### src/carrier_timer_pkg.sv
package carrier_timer_pkg;
	// Register offsets on the software port
	localparam logic [2:0] OFS_CTRL = 3'h0;
	localparam logic [2:0] OFS_PERIOD = 3'h1;
	localparam logic [2:0] OFS_LOW = 3'h2;
	localparam logic [2:0] OFS_HIGH = 3'h3;
	localparam logic [2:0] OFS_CARRIER = 3'h4;
	localparam logic [2:0] OFS_UCLK = 3'h5;
	localparam logic [2:0] OFS_LCNT = 3'h6;
	localparam logic [2:0] OFS_UCNT = 3'h7;

	// Control register fields
	localparam int CTRL_LRUN = 0;
	localparam int CTRL_URUN = 1;
	localparam int CTRL_OE = 2;
	localparam int CTRL_MODE_LO = 3;
	localparam int CTRL_CSEL_LO = 5;

	// Carrier output control fields
	localparam int CAR_GATE = 0;
	localparam int CAR_BUF = 1;
	localparam int CAR_RSEL = 2;

	// Operating modes
	localparam logic [1:0] MODE_8BIT = 2'h0;
	localparam logic [1:0] MODE_CASCADE = 2'h1;
	localparam logic [1:0] MODE_CARRIER = 2'h2;

	// Count clock select codes
	localparam logic [2:0] CSEL_DIV1_A = 3'h0;
	localparam logic [2:0] CSEL_DIV4_A = 3'h1;
	localparam logic [2:0] CSEL_DIV1_B = 3'h2;
	localparam logic [2:0] CSEL_DIV4_B = 3'h3;
	localparam logic [2:0] CSEL_DIV8 = 3'h4;

	// Prescaler terminal counts
	localparam int PRE_BITS = 4;
	localparam logic [1:0] PRE_DIV4_END = 2'h3;
	localparam logic [2:0] PRE_DIV8_END = 3'h7;
	localparam logic [3:0] PRE_DIV16_END = 4'hf;

	// Reset values
	localparam logic [7:0] RST_REG = 8'h00;
	localparam logic [PRE_BITS-1:0] RST_PRE = 4'h0;
endpackage

### src/carrier_timer.sv
// The placing of the registers and the plain strobed port are this design's own decisions.
`timescale 1ns/10ps
// Functional notes
// - Cascade square wave period 2*(256X+N+1) ticks
// - Output starts low when enabled
// - Clock select: /1, /4, /8, /16
// - Low match: irq, invert, use high compare
// - High match: irq, invert, use low compare
// - Either width match clears lower counter
// - Upper match with period raises upper irq
// - Upper irq rise copies buffer into gate
// - Carrier reaches pin only while gate set
// - Carrier control: select, buffer, gate bits
// - Gate writable only while output disabled
// - Width mode uses lower timer only
// - Start may shift first match one tick
// - Cascade: upper high byte, lower run controls
// - Cascade match clears both, lower irq only
// - Stopping lower run forces wave low
module carrier_timer
	import carrier_timer_pkg::*;
#(
	parameter int W = 8
) (
	input wire logic clk,
	input wire logic rst,
	input wire logic [2:0] addr,
	input wire logic [7:0] wdata,
	input wire logic wr,
	input wire logic rd,
	output logic [7:0] rdata,
	output logic timer_output_pin,
	output logic lower_match_irq,
	output logic upper_match_irq
);
	if (W < 2 || W > 8) begin : g_bad_width
		$error("carrier_timer: W must be 2..8");
	end

	typedef struct packed {
		logic lower_run;
		logic upper_run;
		logic oe;
		logic [1:0] mode;
		logic [2:0] lsel;
		logic [2:0] usel;
		logic [W-1:0] period;
		logic [W-1:0] low_w;
		logic [W-1:0] high_w;
		logic rsel;
		logic nrzb;
		logic nrz;
		logic [W-1:0] lcnt;
		logic [W-1:0] ucnt;
		logic [PRE_BITS-1:0] pre;
		logic hi_active;
		logic tog;
		logic pin;
		logic irq_l;
		logic irq_u;
		logic [7:0] rdata;
	} state_s;

	state_s state_r;
	state_s state_nxt;

	// Divided count enables from a shared free-running prescaler.
	// Ticks are aligned to the prescaler, so a start may land just before one.
	function automatic logic tick_of(input logic [2:0] sel, input logic [PRE_BITS-1:0] pre);
		logic t;
		t = 1'b0;
		case (sel)
			CSEL_DIV1_A, CSEL_DIV1_B: t = 1'b1;
			CSEL_DIV4_A, CSEL_DIV4_B: t = (pre[1:0] == PRE_DIV4_END);
			CSEL_DIV8: t = (pre[2:0] == PRE_DIV8_END);
			default: t = (pre == PRE_DIV16_END);
		endcase
		return t;
	endfunction

	logic ltick;
	logic utick;
	logic [2*W-1:0] wide_cnt;
	logic carrier_out;

	assign ltick = tick_of(state_r.lsel, state_r.pre);
	assign utick = tick_of(state_r.usel, state_r.pre);
	assign wide_cnt = {state_r.ucnt, state_r.lcnt};

	always_comb begin
		state_nxt = state_r;
		state_nxt.pre = state_r.pre + 1'b1;
		state_nxt.irq_l = 1'b0;
		state_nxt.irq_u = 1'b0;
		state_nxt.rdata = RST_REG;
		carrier_out = 1'b0;

		if (wr) begin
			case (addr)
				OFS_CTRL: begin
					state_nxt.lower_run = wdata[CTRL_LRUN];
					state_nxt.upper_run = wdata[CTRL_URUN];
					state_nxt.oe = wdata[CTRL_OE];
					state_nxt.mode = wdata[CTRL_MODE_LO +: 2];
					state_nxt.lsel = wdata[CTRL_CSEL_LO +: 3];
				end
				OFS_PERIOD: state_nxt.period = wdata[W-1:0];
				OFS_LOW: state_nxt.low_w = wdata[W-1:0];
				OFS_HIGH: state_nxt.high_w = wdata[W-1:0];
				OFS_CARRIER: begin
					// Whole-byte write only; there is no per-bit access path
					state_nxt.rsel = wdata[CAR_RSEL];
					state_nxt.nrzb = wdata[CAR_BUF];
					if (!state_r.oe) begin
						state_nxt.nrz = wdata[CAR_GATE];
					end
				end
				OFS_UCLK: state_nxt.usel = wdata[2:0];
				default: ;
			endcase
		end

		if (rd) begin
			case (addr)
				OFS_CTRL: state_nxt.rdata = {state_r.lsel, state_r.mode, state_r.oe,
					state_r.upper_run, state_r.lower_run};
				OFS_PERIOD: state_nxt.rdata = 8'(state_r.period);
				OFS_LOW: state_nxt.rdata = 8'(state_r.low_w);
				OFS_HIGH: state_nxt.rdata = 8'(state_r.high_w);
				OFS_CARRIER: state_nxt.rdata = {5'h00, state_r.rsel, state_r.nrzb, state_r.nrz};
				OFS_UCLK: state_nxt.rdata = {5'h00, state_r.usel};
				OFS_LCNT: state_nxt.rdata = 8'(state_r.lcnt);
				default: state_nxt.rdata = 8'(state_r.ucnt);
			endcase
		end

		case (state_r.mode)
			MODE_8BIT: begin
				state_nxt.ucnt = '0;
				state_nxt.hi_active = 1'b0;
				if (!state_r.lower_run) begin
					state_nxt.lcnt = '0;
					state_nxt.tog = 1'b0;
				end else if (ltick) begin
					if (state_r.lcnt == state_r.low_w) begin
						state_nxt.lcnt = '0;
						state_nxt.tog = ~state_r.tog;
						state_nxt.irq_l = 1'b1;
					end else begin
						state_nxt.lcnt = state_r.lcnt + 1'b1;
					end
				end
			end
			MODE_CASCADE: begin
				state_nxt.hi_active = 1'b0;
				// Upper run bit has no say here; the lower run bit starts and clears both
				if (!state_r.lower_run) begin
					state_nxt.lcnt = '0;
					state_nxt.ucnt = '0;
					state_nxt.tog = 1'b0;
				end else if (ltick) begin
					if (wide_cnt == {state_r.period, state_r.low_w}) begin
						state_nxt.lcnt = '0;
						state_nxt.ucnt = '0;
						state_nxt.tog = ~state_r.tog;
						state_nxt.irq_l = 1'b1;
					end else begin
						{state_nxt.ucnt, state_nxt.lcnt} = wide_cnt + 1'b1;
					end
				end
			end
			MODE_CARRIER: begin
				if (!state_r.lower_run) begin
					state_nxt.lcnt = '0;
					state_nxt.hi_active = 1'b0;
					state_nxt.tog = 1'b0;
				end else if (ltick) begin
					if (state_r.lcnt == (state_r.hi_active ? state_r.high_w : state_r.low_w)) begin
						state_nxt.lcnt = '0;
						state_nxt.tog = ~state_r.tog;
						state_nxt.hi_active = ~state_r.hi_active;
						state_nxt.irq_l = 1'b1;
					end else begin
						state_nxt.lcnt = state_r.lcnt + 1'b1;
					end
				end
				if (!state_r.upper_run) begin
					state_nxt.ucnt = '0;
				end else if (utick) begin
					if (state_r.ucnt == state_r.period) begin
						state_nxt.ucnt = '0;
						state_nxt.irq_u = 1'b1;
					end else begin
						state_nxt.ucnt = state_r.ucnt + 1'b1;
					end
				end
				// The buffer does not survive a stop; software must load it again
				if (state_r.lower_run && !state_nxt.lower_run) begin
					state_nxt.nrzb = 1'b0;
				end
			end
			default: begin
				state_nxt.lcnt = '0;
				state_nxt.ucnt = '0;
				state_nxt.hi_active = 1'b0;
				state_nxt.tog = 1'b0;
			end
		endcase

		// Reload beats a software write in the same cycle
		if (state_nxt.irq_u && !state_r.irq_u) begin
			state_nxt.nrz = state_nxt.nrzb;
		end

		// Disabled output keeps the wave reset so it restarts from low
		if (!state_nxt.oe) begin
			state_nxt.tog = 1'b0;
		end

		// Stop in cascade drops the wave in the same cycle as the run bit
		if (state_nxt.mode == MODE_CASCADE && !state_nxt.lower_run) begin
			state_nxt.tog = 1'b0;
		end

		if (state_nxt.mode == MODE_CARRIER && !state_nxt.rsel) begin
			carrier_out = state_nxt.tog & state_nxt.nrz;
		end else begin
			carrier_out = state_nxt.tog;
		end
		state_nxt.pin = state_nxt.oe & carrier_out;
	end

	always_ff @(posedge clk) begin
		if (rst) begin
			state_r <= '0;
		end else begin
			state_r <= state_nxt;
		end
	end

	assign rdata = state_r.rdata;
	assign timer_output_pin = state_r.pin;
	assign lower_match_irq = state_r.irq_l;
	assign upper_match_irq = state_r.irq_u;
endmodule

### config.mk
export PLATFORM = sky130hd
export DESIGN_NAME = carrier_timer
export DESIGN_NICKNAME = d
export VERILOG_FILES = /design/src/carrier_timer_pkg.sv /design/src/carrier_timer.sv
export SDC_FILE = /design/constraint.sdc
export NUM_CORES = 1
export LEC_CHECK = 0
export BUFFER_PORTS_ARGS = -buffer_cell sky130_fd_sc_hd__clkbuf_2
export CAP_MARGIN = 20
export CORE_MARGIN = 2
export CORE_UTILIZATION = 45
export DETAILED_ROUTE_END_ITERATION = 7
export PLACE_DENSITY = 0.66
export SLEW_MARGIN = 15
export SYNTH_ARGS = -nofsm -noshare
export SYNTH_HDL_FRONTEND = slang
export SYNTH_SLANG_ARGS = --single-unit
### constraint.sdc
create_clock -name clk -period 2.4 [get_ports clk]
set_input_delay 0.24 -clock clk [delete_from_list [all_inputs] [get_ports clk]]
set_output_delay 0.24 -clock clk [all_outputs]
set_load 0.01 [all_outputs]
==> results.json, run 1 <==
{
  "worst_slack_ns": 0.142,
  "netlist.area_leader.share": 0.358,
  "grtUsageMet3": 0.0444,
  "via_count": 3504,
  "async_flop_share": 0,
  "total_power_mw": 2.41,
  "grt_use_met2": 0.358,
  "p_sw_frac": 0.269,
  "grt_start_max_net_pins": 56,
  "dp_cells": 594,
  "overflow": 0,
  "hold_path_class": "input port to flop",
  "status": "finished clean",
  "drt-total-wl_mm": 10.6,
  "fin_crit_sh": 0.941,
  "crit_end": "state_r[27]$_SDFFE_PP0P_",
  "cts_buffer_depth": 2,
  "synth_area_leader_cell": "dfxtp_1",
  "cts_made_buffers": 9,
  "gr-usage-all-layers": 0.230,
  "firstDrtPassIters": 5,
  "ys_top_cells_by_area": "dfxtp_1 36%, nand2_1 8.1%, a21oi_1 6.3%",
  "chipHeight_um": 97.9,
  "clkSlewWorstSetupHoldPaths_ns": 0.08,
  "final_layout_size_suffix_gt1_frac": 0.143,
  "crit_required_ns": 2.65,
  "synth_area_um2": 3970,
  "finClkSkew_ns": 0.0116,
  "pin_count": 26,
  "finalSetupViolCount": 0,
  "final_cell_area_um2": 4300,
  "p_seq_frac": 0.505,
  "rsz0062_at_grt": "no",
  "dp_hpwl_mm": 7.96,
  "ant_nets": 0,
  "place_ws_ns": 0.123,
  "synthCells": 491,
  "drv_slew": 0,
  "drtIter0Drc": 228,
  "cts_root_buf": "clkbuf_8",
  "power_leakage_nw": 1.57,
  "crit_path_end_kind": "flop",
  "p_comb_frac": 0.093,
  "syn-mean-instance-area_um2": 8.09,
  "tns_ns": 0,
  "cts_hold_buffers": 0,
  "cts.sinks": 71,
  "criticalPathCategory": "flop to flop",
  "yosys_warnings": 0,
  "nets": 520,
  "syn_nets": 514,
  "yosys_most_used_dff": "dfxtp_1",
  "cp_max_fo": 10,
  "grt_pass1_vias": 3302,
  "p_int_mw": 1.76,
  "r2r_slack_ns": 0.14,
  "power.switching_mw": 0.649,
  "r2r_cells": 7,
  "r2r-start": "state_r[12]$_SDFFE_PP0P_",
  "initial_core_util": 0.460,
  "num_rows": 34,
  "hold_violations": 0,
  "clkLatencyLatePin_ns": 0.36,
  "synth-edff-count": 0,
  "dpl_cell_area_um2": 4090,
  "drc": 0,
  "tightest_slew_ns": 0.755,
  "clkPwrFrac": 0.402,
  "layoutNonFillerInstCount": 610,
  "synth-seq-cells": 71,
  "worstReg2RegEnd": "state_r[27]$_SDFFE_PP0P_",
  "arrival_ns": 2.51,
  "area_growth_pct": 8.19,
  "seq_area_frac_synth": 0.358,
  "yosysUniqueCellTypes": 57,
  "antennaDiodeCount": 0,
  "slew-limit-headroom": 0.483,
  "die_w_um": 97.9,
  "grt_pass1_wl_mm": 17.3,
  "cts-htree-levels": 3,
  "period_minus_slack_ns": 2.26,
  "top_usage_layer": "met2",
  "cp-startpoint": "state_r[12]$_SDFFE_PP0P_",
  "ir_drop_v": 0.000370,
  "core_region_area_um2": 8640,
  "fmax_mhz": 443,
  "avgViaCountPerCell": 5.74,
  "power_density_nw_per_um2": 562,
  "maxCapViolations": 0,
  "cts_tree": "yes",
  "wl_per_cell_um": 17.4,
  "use_met1": 0.313,
  "dieArea_um2": 9590,
  "globalplace.congestion": 0.916,
  "antenna_found_initial": 0,
  "fillers": 851,
  "io_buffers": 25,
  "crit_path_start_kind": "flop"
}
## worst min path at each step
stage / start / to / slack (ns) / cells past startpoint
after floorplan: wdata[1] / state_r[37]$_SDFFE_PP0P_ / 0.38 / 2
after global placement: state_r[13]$_SDFF_PP0_ / state_r[13]$_SDFF_PP0_ / 0.43 / 1
after detailed placement: state_r[13]$_SDFF_PP0_ / state_r[13]$_SDFF_PP0_ / 0.45 / 1
after CTS: wdata[7] / state_r[59]$_SDFFE_PP0P_ / 0.15 / 3
after global routing: wdata[5] / state_r[63]$_SDFFE_PP0P_ / 0.16 / 3
final: wdata[6] / state_r[42]$_SDFFE_PP0P_ / 0.16 / 3
## state kept, by name, indices dropped and copies added, names as in the netlist
| signal | flops |
|---|---|
| state_r | 60 |
| rdata | 8 |
| upper_match_irq | 1 |
| timer_output_pin | 1 |
| lower_match_irq | 1 |
## per-stage QoR
stage / utilization / hold WS [ns]
floorplan: - / 0.376
global placement: 0.474 / 0.430
detailed placement: 0.474 / 0.445
CTS: 0.497 / 0.155
global route: 0.498 / 0.160
finish: 0.498 / 0.165
## synth_stat cells (5+ instances only)
library cell	number
inv_1	13
o21ai_0	15
and3_1	6
dfxtp_1	71
clkbuf_1	16
nand3_1	18
nand4_1	5
nand2_1	86
buf_4	9
o21ai_1	5
nor2_1	32
a221oi_1	5
xnor2_1	24
buf_2	10
mux2i_1	17
a21oi_1	50
nor3_1	9
xor2_1	5
a21o_1	5
a211oi_1	9
ha_1	8
nor2b_1	5
and2_1	5
## layer usage
layer	wire, µm	up-vias	part of all wire
met3	690	22	0.065
met1	4810	1630	0.45
li1	-	1719	-
met2	4890	133	0.46
met5	0	-	0
met4	244	0	0.023
## placed cells by master, fill, tap and decap left out, drive strengths merged, types with 3 or more instances in the layout
cell type   n
a211oi     11
a21o        5
a21oi      52
a221oi      5
a31oi       3
a41oi       3
and2        5
and3        6
buf        14
clkbuf     35
clkinv      3
dfxtp      71
ha          8
inv        14
mux2        4
mux2i      17
mux4        3
nand2      86
nand3      18
nand4       5
nor2       32
nor2b       5
nor3        9
nor3b       4
o211ai      4
o21ai      20
o22ai       4
o311ai      4
or2         3
xnor2      24
xor2        5
## power groups by stage
stage                     clock network (mW)  registers (mW)  logic, mW
after floorplan                            0            1.24      0.157
after detailed placement                   0            1.25      0.221
final                                  0.969            1.22      0.225
after global routing                    1.03            1.22      0.249
after global placement                     0            1.24      0.218
after CTS                              0.990            1.22      0.223
## final cells by class
cell class	count	area [µm²]	share of cell area
well taps	108	135	0.0315
inverters	13	48.8	0.0114
multi-input cells	363	2260	0.527
clock buffers	10	128	0.0297
repair buffers	39	230	0.0536
flip-flops and latches	71	1420	0.331
clock inverters	6	68.8	0.0160
## timing repair
| action | CTS | global route |
|---|---|---|
| buffers inserted | 0 | 0 |
| hold endpoints to repair | 0 | 0 |
| setup endpoints to repair | 0 | 6 |
| gates resized for setup | 0 | 2 |
## cells by family after synthesis
| group | Yosys count | share of synthesized area |
|---|---|---|
| AOI/OAI and AO/OA | 121 | 0.198 |
| xor gates and xnor gates | 29 | 0.0640 |
| adders and majority gates | 8 | 0.0252 |
| buffers and inverters | 57 | 0.0740 |
| DFF | 71 | 0.358 |
| muxes | 24 | 0.0712 |
| and+or+nand+nor | 181 | 0.210 |
## worst max-delay path: stages, from the launching register on
cell      delay (ns)
dfxtp_1         0.60
mux2i_1         0.30
xnor2_1         0.13
nor4_4          0.37
a21oi_2         0.13
o211ai_4        0.33
o21ai_1         0.10
a21o_1          0.18
Note: power is estimated with default switching activity, not from simulation.
==> run 2: changes to the inputs <==
Settings changed: CORE_MARGIN 2 to unset.
Clock period 2.4 ns to 2.5 ns, I/O delays scaled along.
==> run 2 against run 1 <==
Net effect:
- combinational power shrank 6%
- hold slack gained 0.0066 ns
- global-route usage increased by 1.6 points
- fmax decreased by 1.4%
- sequential share of layout area grew 0.15 points
- sequential power shrank 4%
- first-iteration DRC count up 8.8%
- largest cell class unchanged
- largest power group unchanged
==> results.json, run 2 (same netlist as run 1, synthesis figures left out) <==
{
  "die_w_um": 95.9,
  "pin_count": 26,
  "cts-htree-levels": 3,
  "cts_buffer_depth": 2,
  "final_cell_mix": "86 x nand2_1, 71 x dfxtp_1, 50 x a21oi_1",
  "fin_crit_sh": 0.916,
  "slew-limit-headroom": 0.595,
  "overflow": 0,
  "dieArea_um2": 9200,
  "via_count": 3502,
  "clkSlewWorstSetupHoldPaths_ns": 0.08,
  "tightest_slew_ns": 0.593,
  "met3_length_um": 667,
  "hold_path_class": "input port to flop",
  "dpl_cell_area_um2": 4050,
  "core_region_area_um2": 8380,
  "nets": 515,
  "grt_pass1_vias": 3203,
  "hold_depth": 3,
  "p_comb_frac": 0.087,
  "crit_path_start_kind": "flop",
  "largest_register_ffs": 60,
  "power.switching_mw": 0.614,
  "holdWs_ns": 0.172,
  "r2r_cells": 7,
  "final_cell_area_um2": 4280,
  "chipHeight_um": 95.9,
  "num_rows": 33,
  "tns_ns": 0,
  "top_register": "state_r",
  "crit_path_end_kind": "flop",
  "final_layout_size_suffix_gt1_frac": 0.133,
  "rsz0062_at_grt": "no",
  "wl_per_cell_um": 17.4,
  "clkLatencyLatePin_ns": 0.36,
  "fmax_mhz": 437,
  "clkPwrFrac": 0.430,
  "ant_nets": 0,
  "drt-total-wl_mm": 10.5,
  "maxCapViolations": 0,
  "met2_length_mm": 4.84,
  "finClkSkew_ns": 0.00733,
  "layout_commonest_cell": "nand2_1",
  "globalplace.congestion": 0.897,
  "cts.sinks": 71,
  "drtIter0Drc": 248,
  "dp_hpwl_mm": 7.82,
  "criticalPathCategory": "flop to flop",
  "drc": 0,
  "avgViaCountPerCell": 5.83,
  "cts_tree": "yes",
  "power_density_nw_per_um2": 567,
  "p_int_mw": 1.81,
  "io_buffers": 25,
  "status": "finished clean",
  "drt-met1-wl_mm": 4.68,
  "p_sw_frac": 0.253,
  "arrival_ns": 2.55,
  "cp_max_fo": 9,
  "area_growth_pct": 7.69,
  "drv_slew": 0,
  "initial_core_util": 0.474,
  "place_ws_ns": 0.245,
  "period_minus_slack_ns": 2.29,
  "ir_drop_v": 0.000247,
  "dr.max_layer_used": "met4",
  "hold_violations": 0,
  "firstDrtPassIters": 5,
  "finalSetupViolCount": 0,
  "grt_start_max_net_pins": 45,
  "grt_pass1_wl_mm": 16.7,
  "power_leakage_nw": 1.55,
  "cts_root_buf": "clkbuf_8",
  "worst_slack_ns": 0.210,
  "cts_made_buffers": 9,
  "antenna_found_initial": 0,
  "antennaDiodeCount": 0,
  "p_seq_frac": 0.483,
  "gr-usage-all-layers": 0.246,
  "crit_required_ns": 2.76
}
-- run 2: through the flow --
stage	utilization	power (mW)	instances
after detailed placement	0.483	1.40	586
final	0.510	2.42	601
after CTS	0.509	2.42	601
after global placement	0.483	1.40	586
after global routing	0.510	2.49	601
after floorplan	-	1.34	491
-- run 2: critical path, cell delays in order (launching register included) --
cell and delay (ns):
dfxtp_1 0.61, mux2i_1 0.29, xnor2_1 0.13, nor4_4 0.40, a21oi_2 0.14, o21ai_1 0.29, o21ai_0 0.13, a21o_1 0.19
-- run 2: power by group through the flow --
stage                     clock (mW)  sequential, mW  combinational (mW)
after detailed placement           0            1.20               0.207
after global placement             0            1.20               0.206
final                           1.04            1.17               0.211
after global routing            1.09            1.17               0.231
after CTS                       1.04            1.17               0.208
after floorplan                    0            1.19               0.151
-- run 2: layout make-up --
| cell class | instances | area (µm²) |
|---|---|---|
| timing repair buffer | 34 | 193 |
| sequential | 71 | 1420 |
| fill | 820 | 4110 |
| multi-input combinational | 363 | 2260 |
| clock buffer | 10 | 138 |
| tap | 105 | 131 |
| inverter | 13 | 48.8 |
| clock inverter | 5 | 81.3 |
-- run 2: what timing repair did --
action / 4_1_cts / 5_1_grt
buffers inserted: 0 / 0
hold buffers: 0 / 0
gates resized for setup: 0 / 1
setup endpoints to repair: 0 / 1
-- run 2: worst paths after layout --
path | start | end | slack, ns
setup reg to reg | state_r[12]$_SDFFE_PP0P_ | state_r[32]$_SDFFE_PP0P_ | 0.21
hold / removal | wdata[7] | state_r[59]$_SDFFE_PP0P_ | 0.17
hold reg to reg | state_r[13]$_SDFF_PP0_ | state_r[13]$_SDFF_PP0_ | 0.45
setup / recovery | state_r[12]$_SDFFE_PP0P_ | state_r[32]$_SDFFE_PP0P_ | 0.21
-- run 2: routing by layer --
layer | track usage | vias to the layer above
met2 | 0.403 | 140
met1 | 0.327 | 1628
met5 | 0 | -
met3 | 0.0308 | 22
li1 | - | 1712
met4 | 0.0995 | 0
==> run 3: changes to the inputs <==
Settings changed: MAX_ROUTING_LAYER set to met4.
==> run 3 against run 2 <==
Net effect:
- core utilization unchanged
- flip-flop and latch count stayed put
- wire length decreased by 0.79%
- global-route usage increased by 0.69 points
- fmax hardly changed
- total power decreased by 0.22%
- hold slack improved by 0.0040 ns
- design area is the same
- count of clock-buffer cells in the layout unchanged
- worst setup slack improved by 0.00087 ns
- largest power group unchanged
==> results.json, run 3 (same netlist as run 1, synthesis figures left out) <==
{
  "die_w_um": 95.9,
  "cts_buffer_depth": 2,
  "cts_tree": "yes",
  "ir_drop_v": 0.000241,
  "drv_slew": 0,
  "avgViaCountPerCell": 5.81,
  "rsz0062_at_grt": "no",
  "postCtsResizedCells": 0,
  "grt_pass1_wl_mm": 16.6,
  "drc": 0,
  "layout_commonest_cell": "nand2_1",
  "period_minus_slack_ns": 2.29,
  "ant_nets": 0,
  "final_layout_size_suffix_gt1_frac": 0.133,
  "cts.sinks": 71,
  "finalSetupViolCount": 0,
  "status": "finished clean",
  "r2r-start": "state_r[12]$_SDFFE_PP0P_",
  "drt-total-wl_mm": 10.4,
  "tightest_slew_ns": 0.585,
  "critPathSlowestCell": "dfxtp_1",
  "maxCapViolations": 0,
  "grt_pass1_vias": 3200,
  "min_from": "wdata[7]",
  "hold_path_class": "input port to flop",
  "clkLatencyLatePin_ns": 0.35,
  "cp_max_fo": 9,
  "hold_violations": 0,
  "cts_made_buffers": 9,
  "crit_path_start_kind": "flop",
  "initial_core_util": 0.474,
  "arrival_ns": 2.54,
  "post_cts_buffers": 0,
  "power_density_nw_per_um2": 566,
  "tns_ns": 0,
  "power_leakage_nw": 1.55,
  "largest_register_ffs": 60,
  "io_buffers": 25,
  "antennaDiodeCount": 0,
  "finClkSkew_ns": 0.00731,
  "top_register": "state_r",
  "overflow": 0,
  "final_cell_mix": "86 x nand2_1, 71 x dfxtp_1, 50 x a21oi_1",
  "cts_root_buf": "clkbuf_8",
  "cp_slowest_stage_delay_ns": 0.61,
  "grt_start_max_net_pins": 45,
  "firstDrtPassIters": 5,
  "layoutNonFillerInstCount": 601,
  "globalplace.congestion": 0.912,
  "core_region_area_um2": 8380,
  "crit_path_end_kind": "flop",
  "crit_required_ns": 2.75,
  "cts_hold_buffers": 0,
  "criticalPathCategory": "flop to flop",
  "area_growth_pct": 7.69,
  "antenna_found_initial": 0,
  "cp-startpoint": "state_r[12]$_SDFFE_PP0P_",
  "fin_util": 0.510,
  "chipHeight_um": 95.9,
  "num_rows": 33,
  "nets": 515,
  "fmax_mhz": 437,
  "via_count": 3491,
  "drtIter0Drc": 282,
  "dp_hpwl_mm": 7.82,
  "critical_path.cell_chain": "mux2i_1 -> xnor2_1 -> nor4_4 -> a21oi_2 -> o21ai_1 -> o21ai_0 -> a21o_1",
  "final_cell_area_um2": 4280,
  "dpl_cell_area_um2": 4050,
  "slew-limit-headroom": 0.600,
  "clkSlewWorstSetupHoldPaths_ns": 0.08,
  "cts-htree-levels": 3,
  "fin_crit_sh": 0.915,
  "wl_per_cell_um": 17.3,
  "pin_count": 26,
  "gr-usage-all-layers": 0.253,
  "dp_cells": 586,
  "dieArea_um2": 9200
}
[run 3: cell counts in the layout (fill, tap and decap cells not counted)]
Identical to the previous run, type by type.
[run 3: area by class of cell]
| type | instances | area (µm²) |
|---|---|---|
| flip-flops and latches | 71 | 1420 |
| clock buffers | 10 | 138 |
| fillers | 820 | 4110 |
| clock inverters | 5 | 81.3 |
| inverters | 13 | 48.8 |
| repair buffers | 34 | 193 |
| multi-input cells | 363 | 2260 |
| well taps | 105 | 131 |
[run 3: routing by layer]
| layer | share of wire | GRT usage |
|---|---|---|
| met3 | 0.054 | 0.0300 |
| met1 | 0.46 | 0.327 |
| met4 | 0.027 | 0.0995 |
| met2 | 0.46 | 0.403 |
| met5 | 0 | - |
[run 3: report_power, final]
| group | total [mW] | switching (mW) | internal (mW) |
|---|---|---|---|
| registers | 1.17 | 0.0196 | 1.15 |
| logic | 0.210 | 0.136 | 0.0743 |
| clock network | 1.04 | 0.454 | 0.585 |
[run 3: final timing paths]
| path | slack [ns] | end | cells after the start |
|---|---|---|---|
| setup / recovery | 0.21 | state_r[32]$_SDFFE_PP0P_ | 7 |
| hold / removal | 0.18 | state_r[59]$_SDFFE_PP0P_ | 3 |
| setup reg to reg | 0.21 | state_r[32]$_SDFFE_PP0P_ | 7 |
| hold reg to reg | 0.45 | state_r[13]$_SDFF_PP0_ | 1 |
[run 3: per-stage QoR]
| step | power (mW) | worst slack, ns | hold slack (ns) |
|---|---|---|---|
| finish | 2.42 | 0.211 | 0.176 |
| global route | 2.49 | 0.0780 | 0.198 |
| CTS | 2.42 | 0.200 | 0.180 |
| detailed placement | 1.40 | 0.245 | 0.443 |
| global placement | 1.40 | 0.302 | 0.430 |
| floorplan | 1.34 | 0.446 | 0.386 |
[run 3: critical path, delay by kind of cell, from the launching register on]
kind            cells  cell delay (ns)
mux                 1             0.29
flops               1             0.61
xor+xnor            1             0.13
simple gates        1             0.40
compound gates      4             0.74
